**src/common/bcdl_pkg.sv**
```systemverilog
package bcdl_pkg;
  // --------------------------------------------------------------------
  // timing
  // --------------------------------------------------------------------
  localparam int unsigned CLK_HZ = 50000000;
  localparam int unsigned OSC_HZ = 50000;
  localparam int unsigned OSC_CYCLES = CLK_HZ / OSC_HZ;
  localparam int unsigned TACH_US = 220;
  localparam int unsigned TACH_CYCLES = TACH_US * (CLK_HZ / 1000000);
  localparam int unsigned SYNC_STAGES = 3;
  // --------------------------------------------------------------------
  // reset values
  // --------------------------------------------------------------------
  localparam logic [2:0] HIGH_OFF_N = 3'h7;
  localparam logic [2:0] LOW_OFF = 3'h0;
  localparam logic DIR_RST = 1'h0;
  // --------------------------------------------------------------------
  // carriers
  // --------------------------------------------------------------------
  typedef struct packed {
    logic [2:0] high_n;
    logic [2:0] low;
  } bcdl_drive_t;
  typedef struct packed {
    logic comparator;
    logic peak_current;
    logic over_current;
  } bcdl_fault_t;
  // one-hot phase selection per sensor state: {high, low}
  function automatic logic [5:0] bcdl_decode(input logic [2:0] s, input logic fwd);
    logic [2:0] hi;
    logic [2:0] lo;
    hi = 3'h0;
    lo = 3'h0;
    unique case (s)
      3'h1: begin hi = 3'h1; lo = 3'h2; end
      3'h3: begin hi = 3'h1; lo = 3'h4; end
      3'h2: begin hi = 3'h2; lo = 3'h4; end
      3'h6: begin hi = 3'h2; lo = 3'h1; end
      3'h4: begin hi = 3'h4; lo = 3'h1; end
      3'h5: begin hi = 3'h4; lo = 3'h2; end
      default: begin hi = 3'h0; lo = 3'h0; end
    endcase
    return fwd ? {hi, lo} : {lo, hi};
  endfunction : bcdl_decode
endpackage : bcdl_pkg

```
**src/core/bcdl_core.sv**
```systemverilog
`timescale 1ns/10ps
// Contract
// - decode three sensors and direction into three high and three low drives
// - direction goes through a latch then a two-bit shift register
// - direction latch transparent only while speed is below threshold
// - any latch or shift register mismatch forces every drive off
// - shift register advances on oscillator tick, one to two periods delay
// - a direction toggle triggers one tachometer pulse unless a pulse is already running
// - comparator clears pwm latch; cleared latch chops drives off
// - peak-current flag ends present pwm on-time
// - over-current commands soft start and holds drives off until cleared
// - low-side drive high turns its switch on
// - high-side drive low turns its switch on
// - sensor change loads position latches and starts tachometer pulse
// - position latches ignore sensors while tachometer pulse is high
module bcdl_core #(
  parameter int unsigned OSC_CYCLES = bcdl_pkg::OSC_CYCLES,
  parameter int unsigned TACH_CYCLES = bcdl_pkg::TACH_CYCLES
) (
  input wire logic clk,
  input wire logic srst,
  input wire logic shaft_sensor_a,
  input wire logic shaft_sensor_b,
  input wire logic shaft_sensor_c,
  input wire logic direction_req,
  input wire logic speed_high,
  input wire logic pwm_comparator,
  input wire logic peak_current,
  input wire logic over_current,
  output logic high_side_drive_n_a,
  output logic high_side_drive_n_b,
  output logic high_side_drive_n_c,
  output logic low_side_drive_a,
  output logic low_side_drive_b,
  output logic low_side_drive_c,
  output logic tach_out,
  output logic softstart_ramp,
  output logic pwm_latch
);
  // --------------------------------------------------------------------
  // input synchronisation
  // --------------------------------------------------------------------
  logic [7:0] raw_in;
  logic [7:0] syn;
  logic [2:0] sensors;
  logic dir_in;
  logic speed_hi;
  bcdl_pkg::bcdl_fault_t flt;
  assign raw_in = {shaft_sensor_c, shaft_sensor_b, shaft_sensor_a, direction_req,
                   speed_high, pwm_comparator, peak_current, over_current};
  bcdl_sync #(.WIDTH(8)) u_sync (
    .clk(clk),
    .srst(srst),
    .async_in(raw_in),
    .sync_out(syn)
  );
  assign sensors = syn[7:5];
  assign dir_in = syn[4];
  assign speed_hi = syn[3];
  assign flt = bcdl_pkg::bcdl_fault_t'(syn[2:0]);
  // --------------------------------------------------------------------
  // oscillator
  // --------------------------------------------------------------------
  logic [31:0] osc_cnt_q;
  logic osc_tick;
  assign osc_tick = (osc_cnt_q == OSC_CYCLES - 1);
  always_ff @(posedge clk) begin
    if (srst) begin
      osc_cnt_q <= 32'h0;
    end else if (osc_tick) begin
      osc_cnt_q <= 32'h0;
    end else begin
      osc_cnt_q <= osc_cnt_q + 32'h1;
    end
  end
  // --------------------------------------------------------------------
  // direction path
  // --------------------------------------------------------------------
  logic dir_latch_q;
  logic [1:0] dir_shift_q;
  logic dir_prev_q;
  logic dir_mismatch;
  logic dir_toggle;
  always_ff @(posedge clk) begin
    if (srst) begin
      dir_latch_q <= bcdl_pkg::DIR_RST;
    end else if (!speed_hi) begin
      dir_latch_q <= dir_in;
    end
  end
  always_ff @(posedge clk) begin
    if (srst) begin
      dir_shift_q <= {2{bcdl_pkg::DIR_RST}};
    end else if (osc_tick) begin
      dir_shift_q <= {dir_shift_q[0], dir_latch_q};
    end
  end
  assign dir_mismatch = (dir_in != dir_latch_q) || (dir_latch_q != dir_shift_q[1]);
  always_ff @(posedge clk) begin
    if (srst) begin
      dir_prev_q <= bcdl_pkg::DIR_RST;
    end else begin
      dir_prev_q <= dir_in;
    end
  end
  assign dir_toggle = dir_prev_q != dir_in;
  // --------------------------------------------------------------------
  // position latch and tachometer
  // --------------------------------------------------------------------
  logic [2:0] pos_q;
  logic [31:0] tach_cnt_q;
  logic pos_load;
  assign pos_load = (sensors != pos_q) && !tach_out;
  always_ff @(posedge clk) begin
    if (srst) begin
      pos_q <= 3'h0;
    end else if (pos_load) begin
      pos_q <= sensors;
    end
  end
  always_ff @(posedge clk) begin
    if (srst) begin
      tach_out <= 1'h0;
      tach_cnt_q <= 32'h0;
    end else if (!tach_out && (pos_load || dir_toggle)) begin
      tach_out <= 1'h1;
      tach_cnt_q <= TACH_CYCLES - 1;
    end else if (tach_cnt_q != 32'h0) begin
      tach_cnt_q <= tach_cnt_q - 32'h1;
    end else begin
      tach_out <= 1'h0;
    end
  end
  // --------------------------------------------------------------------
  // pwm latch and soft start
  // --------------------------------------------------------------------
  logic any_fault;
  assign any_fault = flt.comparator || flt.peak_current || flt.over_current;
  always_ff @(posedge clk) begin
    if (srst) begin
      pwm_latch <= 1'h0;
    end else if (any_fault) begin
      pwm_latch <= 1'h0;
    end else if (osc_tick) begin
      pwm_latch <= 1'h1;
    end
  end
  always_ff @(posedge clk) begin
    if (srst) begin
      softstart_ramp <= 1'h1;
    end else begin
      softstart_ramp <= flt.over_current;
    end
  end
  // --------------------------------------------------------------------
  // drive decode
  // --------------------------------------------------------------------
  bcdl_pkg::bcdl_drive_t drv_d;
  logic [5:0] sel;
  logic drive_en;
  assign sel = bcdl_pkg::bcdl_decode(pos_q, dir_shift_q[1]);
  assign drive_en = !dir_mismatch && pwm_latch && !flt.over_current;
  always_comb begin
    drv_d.high_n = drive_en ? ~sel[5:3] : bcdl_pkg::HIGH_OFF_N;
    drv_d.low = drive_en ? sel[2:0] : bcdl_pkg::LOW_OFF;
  end
  always_ff @(posedge clk) begin
    if (srst) begin
      {high_side_drive_n_c, high_side_drive_n_b, high_side_drive_n_a} <= bcdl_pkg::HIGH_OFF_N;
      {low_side_drive_c, low_side_drive_b, low_side_drive_a} <= bcdl_pkg::LOW_OFF;
    end else begin
      {high_side_drive_n_c, high_side_drive_n_b, high_side_drive_n_a} <= drv_d.high_n;
      {low_side_drive_c, low_side_drive_b, low_side_drive_a} <= drv_d.low;
    end
  end
  // --------------------------------------------------------------------
  // checks
  // --------------------------------------------------------------------
  logic [2:0] high_out_n;
  logic [2:0] low_out;
  assign high_out_n = {high_side_drive_n_c, high_side_drive_n_b, high_side_drive_n_a};
  assign low_out = {low_side_drive_c, low_side_drive_b, low_side_drive_a};
endmodule : bcdl_core

```
**src/core/bcdl_sync.sv**
```systemverilog
`timescale 1ns/10ps
module bcdl_sync #(
  parameter int unsigned WIDTH = 1
) (
  input wire logic clk,
  input wire logic srst,
  input wire logic [WIDTH-1:0] async_in,
  output logic [WIDTH-1:0] sync_out
);
  logic [WIDTH-1:0] s1_q;
  logic [WIDTH-1:0] s2_q;
  logic [WIDTH-1:0] s3_q;
  always_ff @(posedge clk) begin
    if (srst) begin
      s1_q <= '0;
      s2_q <= '0;
      s3_q <= '0;
      sync_out <= '0;
    end else begin
      s1_q <= async_in;
      s2_q <= s1_q;
      s3_q <= s2_q;
      // change accepted once second and third stages agree
      for (int i = 0; i < WIDTH; i++) begin
        if (s2_q[i] == s3_q[i]) begin
          sync_out[i] <= s3_q[i];
        end
      end
    end
  end
endmodule : bcdl_sync

```
**config.mk**
```make
export PLATFORM = sky130hd
export DESIGN_NAME = bcdl_core
export DESIGN_NICKNAME = d
export VERILOG_FILES = /design/src/common/bcdl_pkg.sv /design/src/core/bcdl_core.sv /design/src/core/bcdl_sync.sv
export SDC_FILE = /design/constraint.sdc
export NUM_CORES = 1
export LEC_CHECK = 0
export ABC_AREA = 1
export BUFFER_PORTS_ARGS = -buffer_cell sky130_fd_sc_hd__buf_2
export CAP_MARGIN = 0
export CORE_MARGIN = 8
export CORE_UTILIZATION = 50
export CTS_BUF_LIST = sky130_fd_sc_hd__clkbuf_16
export DETAILED_ROUTE_END_ITERATION = 10
export GPL_TIMING_DRIVEN = 0
export PLACE_DENSITY = 0.69
export SLEW_MARGIN = 20
export SYNTH_ARGS = -nofsm -noshare
export SYNTH_HDL_FRONTEND = slang
export SYNTH_SLANG_ARGS = --single-unit
```
**constraint.sdc**
```tcl
create_clock -name clk -period 1.4 [get_ports clk]
set_input_delay 0.28 -clock clk [delete_from_list [all_inputs] [get_ports clk]]
set_output_delay 0.28 -clock clk [all_outputs]
set_load 0.005 [all_outputs]
```
Word level (Yosys, flattened, before mapping). Index checks and enable logic that the tools add are counted.

Reductions and logical operators: 23. Muxes and demuxes: 7. Add/sub/neg operators: 2. Eq/ne operators: 20. Bitwise logic cells: 2.

Operator list (number): $add 32x1->32 const B (1); $eq 32x10->1 const B (1); $reduce_bool 32->1 (1); $sub 32x1->32 const B (1); $mux 14 (2); $reduce_or 2->1 (10); $pmux 3 s3 (2); $eq 3x3->1 const B (3); $eq 1x1->1 (8); $eq 3x2->1 const B (2); $mux 6 (1); $logic_and 1x1->1 (4); $logic_or 1x1->1 (4); $eq 3x1->1 const B (1); $logic_not 1->1 (3); $ne 1x1->1 (3); $ne 3x3->1 (1); $not 3->3 (1); $mux 1 (2); $ne 2x2->1 const B (1); $reduce_bool 2->1 (1); $not 1->1 (1).

Bits of input ports: 10. Flip-flop bits (word level): 112. Output and inout bits: 9.

Longest topological paths before layout. Gate-level depths: netlist of the first run.

Depth after elaboration: 7. Mapped depth: 11.

Cells and area by module. A second synthesis of the first run with hierarchy kept.

Cell total of the unflattened synthesis: 840. Area total of the unflattened synthesis: 5491.5 um^2.

Modules (own cells, without submodules): bcdl_core (cells an instance 732, seq. area each 1601.5 um^2, times used 1, area each 4520.6 um^2); bcdl_sync (cells an instance 108, seq. area each 640.6 um^2, times used 1, area each 970.9 um^2).

Worst setup path after synthesis of the first run. No wires, ideal clock.

Kind: reg-to-reg. From: reg tach_cnt_q[0]. To: reg tach_out. Library setup time: 132 ps. Clock period less this slack: 1546 ps. Arrival: 1414 ps. Required time: 1268 ps. Stages on the path, launching flop included: 11. Slack: -146 ps. Path buffers: 1. Path through: dfxtp_1 inv_1 ha_1 nand2_1 nor2_2 nand2_1 nor2_1 nand2_1 buf_2 nand3_1 a21oi_1.

Longest elaborated chain between the ends: 2.

RTL lines: start, declared (line bcdl_core.sv:111) `logic [31:0] tach_cnt_q;`; start signal, assigned (line bcdl_core.sv:127) `tach_cnt_q <= TACH_CYCLES - 1;`; start signal, assigned (line bcdl_core.sv:129) `tach_cnt_q <= tach_cnt_q - 32'h1;`; $reduce_bool 32->1 (line bcdl_core.sv:128) `end else if (tach_cnt_q != 32'h0) begin`; $ne 2x2->1 (no source line); end signal, assigned (line bcdl_core.sv:123) `tach_out <= 1'h0;`; end signal, assigned (line bcdl_core.sv:126) `tach_out <= 1'h1;`; end signal, assigned (line bcdl_core.sv:131) `tach_out <= 1'h0;`; end, declared (line bcdl_core.sv:36) `output logic tach_out,`.

Every way passes these cells. A chain may end at the register's enable or synchronous reset.

Final worst setup path of the first run.
From: reg osc_cnt_q[0]. To: reg osc_cnt_q[22].

Longest elaborated chain between the ends: 2. Elaborated cells between the ends (all ways): 3. Classes of those cells: add/sub (1); eq/ne (1); reduce/logical (1).

RTL lines: start, declared (line bcdl_core.sv:64) `logic [31:0] osc_cnt_q;`; start signal, assigned (line bcdl_core.sv:73) `osc_cnt_q <= osc_cnt_q + 32'h1;`; parallel branches: the longest is 2 deep, another holds $add 32x1->32.

Parallel ways; which one is timed is not known.

==> metrics.txt, run 1 <==
CTS root buffer=clkbuf_16; P&R area growth vs syn=28.54%; Cells on Worst Hold Path=3; number of synthesized flops with an enable pin=0; Mapped Nets=859; vias in the first global route=5,066; Final Hold Fails=0; dpl ws=-0.3010 ns; DRT met1 WL=6000 µm; PortBufs=18; pwr/cell area=1681 nW/µm²; die extent in x=120.1 µm; DR vias=5,479; fill count=919; critical path type=reg2reg; Hold Buf Count CTS=0; mapped cell area=5414 µm²; FF-to-FF Start=osc_cnt_q[0]$_SDFF_PP0_; Unique masters post-synth=30; fin area=6959 µm²; Critical Path AT=1.73 ns; top cell type's share of synthesized area=0.4141; worst-margin pin slew=0.6038 ns; Via density=5.174; DR top layer=met4; gr usage total=0.1912; Final TNS setup=-1.649 ns; end of the worst hold path=u_sync.s1_q[0]$_SDFF_PP0_; Final Setup Violations=47; Congestion Overflow GR=0; total power=0.01170 W; unrepaired setup endpoints after global routing=true; Seq/Total Area, Yosys=0.4141; CTS HTree Levels=3; VDD IR max=0.001477 V; outcome=finished, violations left; antenna viol nets, final=0; Min-Delay Path Class=in2reg; Die Footprint=14,410 µm²; HPWL after DPL=9476 µm; Syn Inst Count=847; crit path max-delay cell type=dfxtp_4; CP Launch Type=flop; Multi-input gate area=3214 µm²; met3 WL=625 µm; total CTS buffers=9; Hold Startpoint=over_current; # IOs=19; CP Max Fanout=10; register area=2296 µm²; # DRC=0; Chip Height=120.1 µm; GP Congestion=0.9288; dpl cell area=5724 µm²; CP Capture Type=flop; total iterations of the first detailed-routing run=5; top-count cell post-synth=nand2_1; routed length per placed instance=13.57 µm; most used flip-flop cell after synthesis=dfxtp_1; pin count of the biggest net entering global routing=22; share of layout cells above drive strength 1=0.2840; Worst-path clk slew=0.08 ns; Post-synth ARST share=0; antenna diode instance count=0; met2 wire len=7280 µm; cell leakage power=3.091 nW; top post-synthesis cells by count=nand2_1 (257), nor2_1 (172), dfxtp_1 (112), inv_1 (110), nand3_1 (46); slowest stage delay, CP=0.37 ns; crit-path cells=ha_4, and3_4, nand2_2, nor2_4, nand2_4, nand2_8, inv_6, buf_8, nand2_1, inv_1; Ys Warns=0; f_max=677.6 MHz; Starting Density=0.5061; failing checks=setup timing; Core Region=10,700 µm²; setup ws final=-0.07578 ns; Rel. slew slack=0.5975; Clock Path Buffers=2; Layout Nets=926; clock net sink count=112; Synth area leaders=dfxtp_1 (41%), nand2_1 (18%), nor2_1 (12%); final max-slew violation count=0; CP required=1.66 ns; DRT iter0 DRCs=397; first-pass GRT wire length=22,820 µm; Final Cycle Share=1.054; register-to-register setup slack=-0.08 ns; Yosys reg bits=112; average cell area after synthesis=6.392 µm²; std cell rows=38; Max Cap Viol=0; Final Skew=0.01381 ns; R2R cell count=10; CTS tree=done; initial antenna violation count=0; worst reg2reg path endpoint=osc_cnt_q[22]$_SDFF_PP0_; clock latency on the worst-skew pair=0.36 ns; fin crit period=1.476 ns; Synth area leader=dfxtp_1; Total Routed Length=14,370 µm
## placed cells by master (no fill, tap or decap), drive strengths merged, types with 5 or more instances in the layout
cell and instances:
nor3 16, clkbuf 15, nand2 260, buf 64, nor2 179, nand3b 7
a21oi 34, o21ai 22, nand4 13, xor2 5, inv 119, dfxtp 112
nand3 47, xnor2 11
## sequential cells by signal, indices dropped and copies added, names as in the netlist, 2 cells and up
name and count:
dir_shift_q 2, u_sync.s1_q 8, u_sync.s2_q 8, u_sync.s3_q 8, u_sync.sync_out 8, pos_q 3, tach_cnt_q 32, osc_cnt_q 32
## layout make-up
| cell class | instances | share of cell area |
|---|---|---|
| timing repair buffer | 57 | 0.05969 |
| inverter | 117 | 0.06455 |
| buffer | 13 | 0.01564 |
| multi-input combinational | 604 | 0.4619 |
| clock buffer | 9 | 0.03236 |
| sequential | 112 | 0.3299 |
| clock inverter | 7 | 0.01079 |
| tap | 140 | 0.02517 |
## kinds of logic after synthesis
kind of cell	share of synthesized area
compound gates	0.05731
xor+xnor	0.02588
fa+ha+maj	0.004621
buf+inv	0.09499
flops	0.4141
simple gates	0.4031
## power by group
part / internal (W) / total (W) / switching, W
combinational: 0.00190 / 0.00518 / 0.00329
sequential: 0.00354 / 0.00396 / 0.000420
clock: 0.00126 / 0.00256 / 0.00130
total: 0.00670 / 0.0117 / 0.00501
## per-stage QoR
step / std cells / hold WS (ns) / util
floorplan: 847 / 0.3628 / -
global placement: 1005 / 0.3906 / 0.5351
detailed placement: 1005 / 0.3936 / 0.5351
CTS: 1043 / 0.1120 / 0.6053
global route: 1059 / 0.1093 / 0.6505
finish: 1059 / 0.1212 / 0.6505
## how the worst max path moves through the flow
| stage | from | to | slack (ns) | depth (start not counted) |
|---|---|---|---|---|
| after detailed placement | tach_cnt_q[0]$_SDFFE_PP0P_ | tach_cnt_q[0]$_SDFFE_PP0P_ | -0.30 | 9 |
| after global routing | tach_cnt_q[6]$_SDFFE_PP0P_ | tach_cnt_q[30]$_SDFFE_PP0P_ | -0.19 | 9 |
| after CTS | tach_cnt_q[1]$_SDFFE_PP0P_ | tach_out$_SDFFE_PP0P_ | -0.07 | 10 |
| after floorplan | osc_cnt_q[0]$_SDFF_PP0_ | osc_cnt_q[21]$_SDFF_PP0_ | 0.02 | 10 |
| after global placement | tach_cnt_q[0]$_SDFFE_PP0P_ | tach_cnt_q[0]$_SDFFE_PP0P_ | -0.30 | 9 |
| final | osc_cnt_q[0]$_SDFF_PP0_ | osc_cnt_q[22]$_SDFF_PP0_ | -0.08 | 10 |
## layer usage
layer | up-vias | track usage
li1 | 2753 | -
met4 | 0 | 0.07884
met3 | 40 | 0.03852
met1 | 2532 | 0.2212
met2 | 154 | 0.3374
met5 | - | 0
## worst max-delay path, delay by kind of cell (launching register included)
kind	cells	cell delay, ns
fa+ha+maj	1	0.16
simple gates	6	0.61
flops	1	0.37
buf+inv	3	0.22
## repair_timing
| action | CTS | global route |
|---|---|---|
| gates cloned | 1 | 1 |
| resized for setup | 81 | 132 |
| endpoints found under the setup margin | 68 | 68 |
| setup buffers | 22 | 16 |
| pin swaps | 20 | 30 |
(Power assumes the default switching activity.)
==> inputs of run 2 (changes only) <==
- PLACE_DENSITY: 0.69 -> 0.67
- clock period: 1.4 -> 1.9 ns (I/O delays scaled with it)
==> run 2 against run 1 <==
Compared with the run above: the flow now finishes without violations; sequential power down 28%; design area down 14%; largest cell class unchanged; clock-buffer cell count is the same; largest power group is now registers; highest routed layer unchanged; via count decreased by 8.7%; sequential share of layout area is 4.3 points higher; die area is the same; utilization decreased by 8.9 points.
==> metrics.txt, run 2 (synthesized netlist as in run 1, its figures left out) <==
fin crit period=1.709 ns (was 1.476 ns); pwr/cell area=1247 nW/µm² (was 1681 nW/µm²); CP Launch Type=flop (unchanged); Min-Delay Path Class=in2reg (unchanged); Final Hold Fails=0 (unchanged); CTS root buffer=clkbuf_16 (unchanged); hold slack=0.2192 ns (was 0.1212 ns); vias in the first global route=4,691 (was 5,066); most used cell, CP=nand2_1; P&R area growth vs syn=10.93% (was 28.54%); fin area=6006 µm² (was 6959 µm²); Die Footprint=14,410 µm² (unchanged); Rel. slew slack=0.5917 (was 0.5975); clock net sink count=112 (unchanged); die extent in x=120.1 µm (unchanged); outcome=finished clean (was finished, violations left); DR vias=5,005 (was 5,479); Worst Setup EP=osc_cnt_q[18]$_SDFF_PP0_ (was osc_cnt_q[22]$_SDFF_PP0_); std cell rows=38 (unchanged); final core utilization=0.5614 (was 0.6505); clock latency on the worst-skew pair=0.35 ns (was 0.36 ns); Congestion Overflow GR=0 (unchanged); Total Routed Length=12,360 µm (was 14,370 µm); Max Cap Viol=0 (unchanged); routed length per placed instance=12.11 µm (was 13.57 µm); antenna diode instance count=0 (unchanged); share of layout cells above drive strength 1=0.07491 (was 0.2840); biggest regs=osc_cnt_q (32), tach_cnt_q (32) (unchanged); crit path max-delay cell type=dfxtp_1 (was dfxtp_4); DRT met1 WL=5880 µm (was 6000 µm); HPWL after DPL=9471 µm (was 9476 µm); Layout Nets=888 (was 926); critical path type=reg2reg (unchanged); Final Setup Violations=0 (was 47); Final Cycle Share=0.8994 (was 1.054); Clock Path Buffers=2 (unchanged); worst-margin pin slew=0.6125 ns (was 0.6038 ns); CTS tree=done (unchanged); GP Congestion=0.9155 (was 0.9288); Critical Path AT=2.00 ns (was 1.73 ns); worst reg2reg path endpoint=osc_cnt_q[18]$_SDFF_PP0_ (was osc_cnt_q[22]$_SDFF_PP0_); fill count=1,074 (was 919); first-pass GRT wire length=20,970 µm (was 22,820 µm); CP Capture Type=flop (unchanged); slowest stage delay, CP=0.43 ns (was 0.37 ns); commonest cells after routing, fill and taps aside=nand2_1 (257), nor2_1 (171), dfxtp_1 (112) (was nand2_1 (221), nor2_1 (131), inv_1 (95)); total CTS buffers=9 (unchanged); DR top layer=met4 (unchanged); CP Launch Point=osc_cnt_q[0]$_SDFF_PP0_ (unchanged); Final Skew=0.007525 ns (was 0.01381 ns); gr usage total=0.1755 (was 0.1912); Core Region=10,700 µm² (unchanged); total iterations of the first detailed-routing run=5 (unchanged); total power=0.007490 W (was 0.01170 W); pin count of the biggest net entering global routing=22 (unchanged); final max-slew violation count=0 (unchanged); Via density=4.902 (was 5.174); dpl cell area=5679 µm² (was 5724 µm²); Chip Height=120.1 µm (unchanged); unrepaired setup endpoints after global routing=false (was true); R2R cell count=11 (was 10); most common cell after layout, fill and taps aside=nand2_1 (unchanged); initial antenna violation count=0 (unchanged); f_max=585.2 MHz (was 677.6 MHz); CP required=2.19 ns (was 1.66 ns); DRT iter0 DRCs=362 (was 397); crit-path cells=ha_1, nand2_1, inv_1, nand3_2, nor2_4, nand2_1, inv_2, nand2_1, nand2_1, nand2_1, nor2_1 (was ha_4, and3_4, nand2_2, nor2_4, nand2_4, nand2_8, inv_6, buf_8, nand2_1, inv_1); met3 WL=388 µm (was 625 µm); CTS HTree Levels=3 (unchanged); cell leakage power=2.677 nW (was 3.091 nW); register-to-register setup slack=0.19 ns (was -0.08 ns); PortBufs=18 (unchanged); Worst-path clk slew=0.08 ns (about the same); FF-to-FF Start=osc_cnt_q[0]$_SDFF_PP0_ (unchanged); CP Max Fanout=6 (was 10); # DRC=0 (unchanged); Hold Buf Count CTS=0 (unchanged); met2 wire len=5893 µm (was 7280 µm); Starting Density=0.5061 (unchanged); # IOs=19 (unchanged); VDD IR max=0.0008401 V (was 0.001477 V); antenna viol nets, final=0 (unchanged)
==> run 2: cell types whose count changed in the layout (fill, tap and decap cells not counted), sizes merged <==
cell,before,now
inv,119,121
clkinvlp,1,0
buf,64,24
clkinv,4,3
clkbuf,15,17
==> run 2: worst max-delay path: cells and delay by family, from the launching register on <==
kind	cells	cell delay, ns
adders and majority gates	1	0.22
buffers and inverters	2	0.19
and+or+nand+nor	8	0.81
DFF	1	0.43
==> run 2: layout make-up <==
class	instances	area, µm²	share of cell area
clock inverter	7	72.57	0.01208
timing repair buffer	18	90.09	0.01500
multi-input combinational	604	2683	0.4467
sequential	112	2242	0.3733
clock buffer	9	225.2	0.03750
buffer	14	73.82	0.01229
tap	140	175.2	0.02917
inverter	117	444.2	0.07396
==> run 2: power breakdown <==
group / internal (W) / total, W / leakage, nW / switching (W)
sequential: 0.00259 / 0.00285 / 0.911 / 0.000259
combinational: 0.000897 / 0.00277 / 1.62 / 0.00187
clock: 0.000930 / 0.00187 / 0.147 / 0.000940
total: 0.00442 / 0.00749 / 2.68 / 0.00307
==> run 2: worst min-delay path by stage <==
stage	from	endpoint	slack [ns]	cells after the start
finish	over_current	u_sync.s1_q[0]$_SDFF_PP0_	0.22	3
global route	pwm_comparator	u_sync.s1_q[2]$_SDFF_PP0_	0.21	3
CTS	direction_req	u_sync.s1_q[4]$_SDFF_PP0_	0.21	3
detailed placement	u_sync.s1_q[1]$_SDFF_PP0_	u_sync.s2_q[1]$_SDFF_PP0_	0.40	2
global placement	u_sync.s1_q[7]$_SDFF_PP0_	u_sync.s2_q[7]$_SDFF_PP0_	0.39	2
floorplan	u_sync.s1_q[0]$_SDFF_PP0_	u_sync.s2_q[0]$_SDFF_PP0_	0.39	2
==> run 2: per-layer routing <==
layer  vias to the layer above  global-route usage
met5                         -                   0
met4                         0             0.05230
met3                        15             0.03946
met2                        77              0.2983
met1                      2246              0.2171
li1                       2667                   -
==> run 2: per-stage QoR <==
stage          worst slack, ns  setup TNS, ns  std cells
2_1_floorplan           0.3542              0        847
3_3_place_gp           -0.1144         -1.365       1005
3_5_place_dp          -0.08898        -0.7164       1005
4_1_cts                0.02537              0       1021
5_1_grt                0.01892              0       1021
6_report                0.1912              0       1021
==> run 2: what timing repair did <==
item | 4_1_cts | 5_1_grt
gates resized for setup | 2 | 6
setup buffers | 0 | 0
hold endpoints to repair | 0 | 0
setup endpoints to repair | 19 | 34
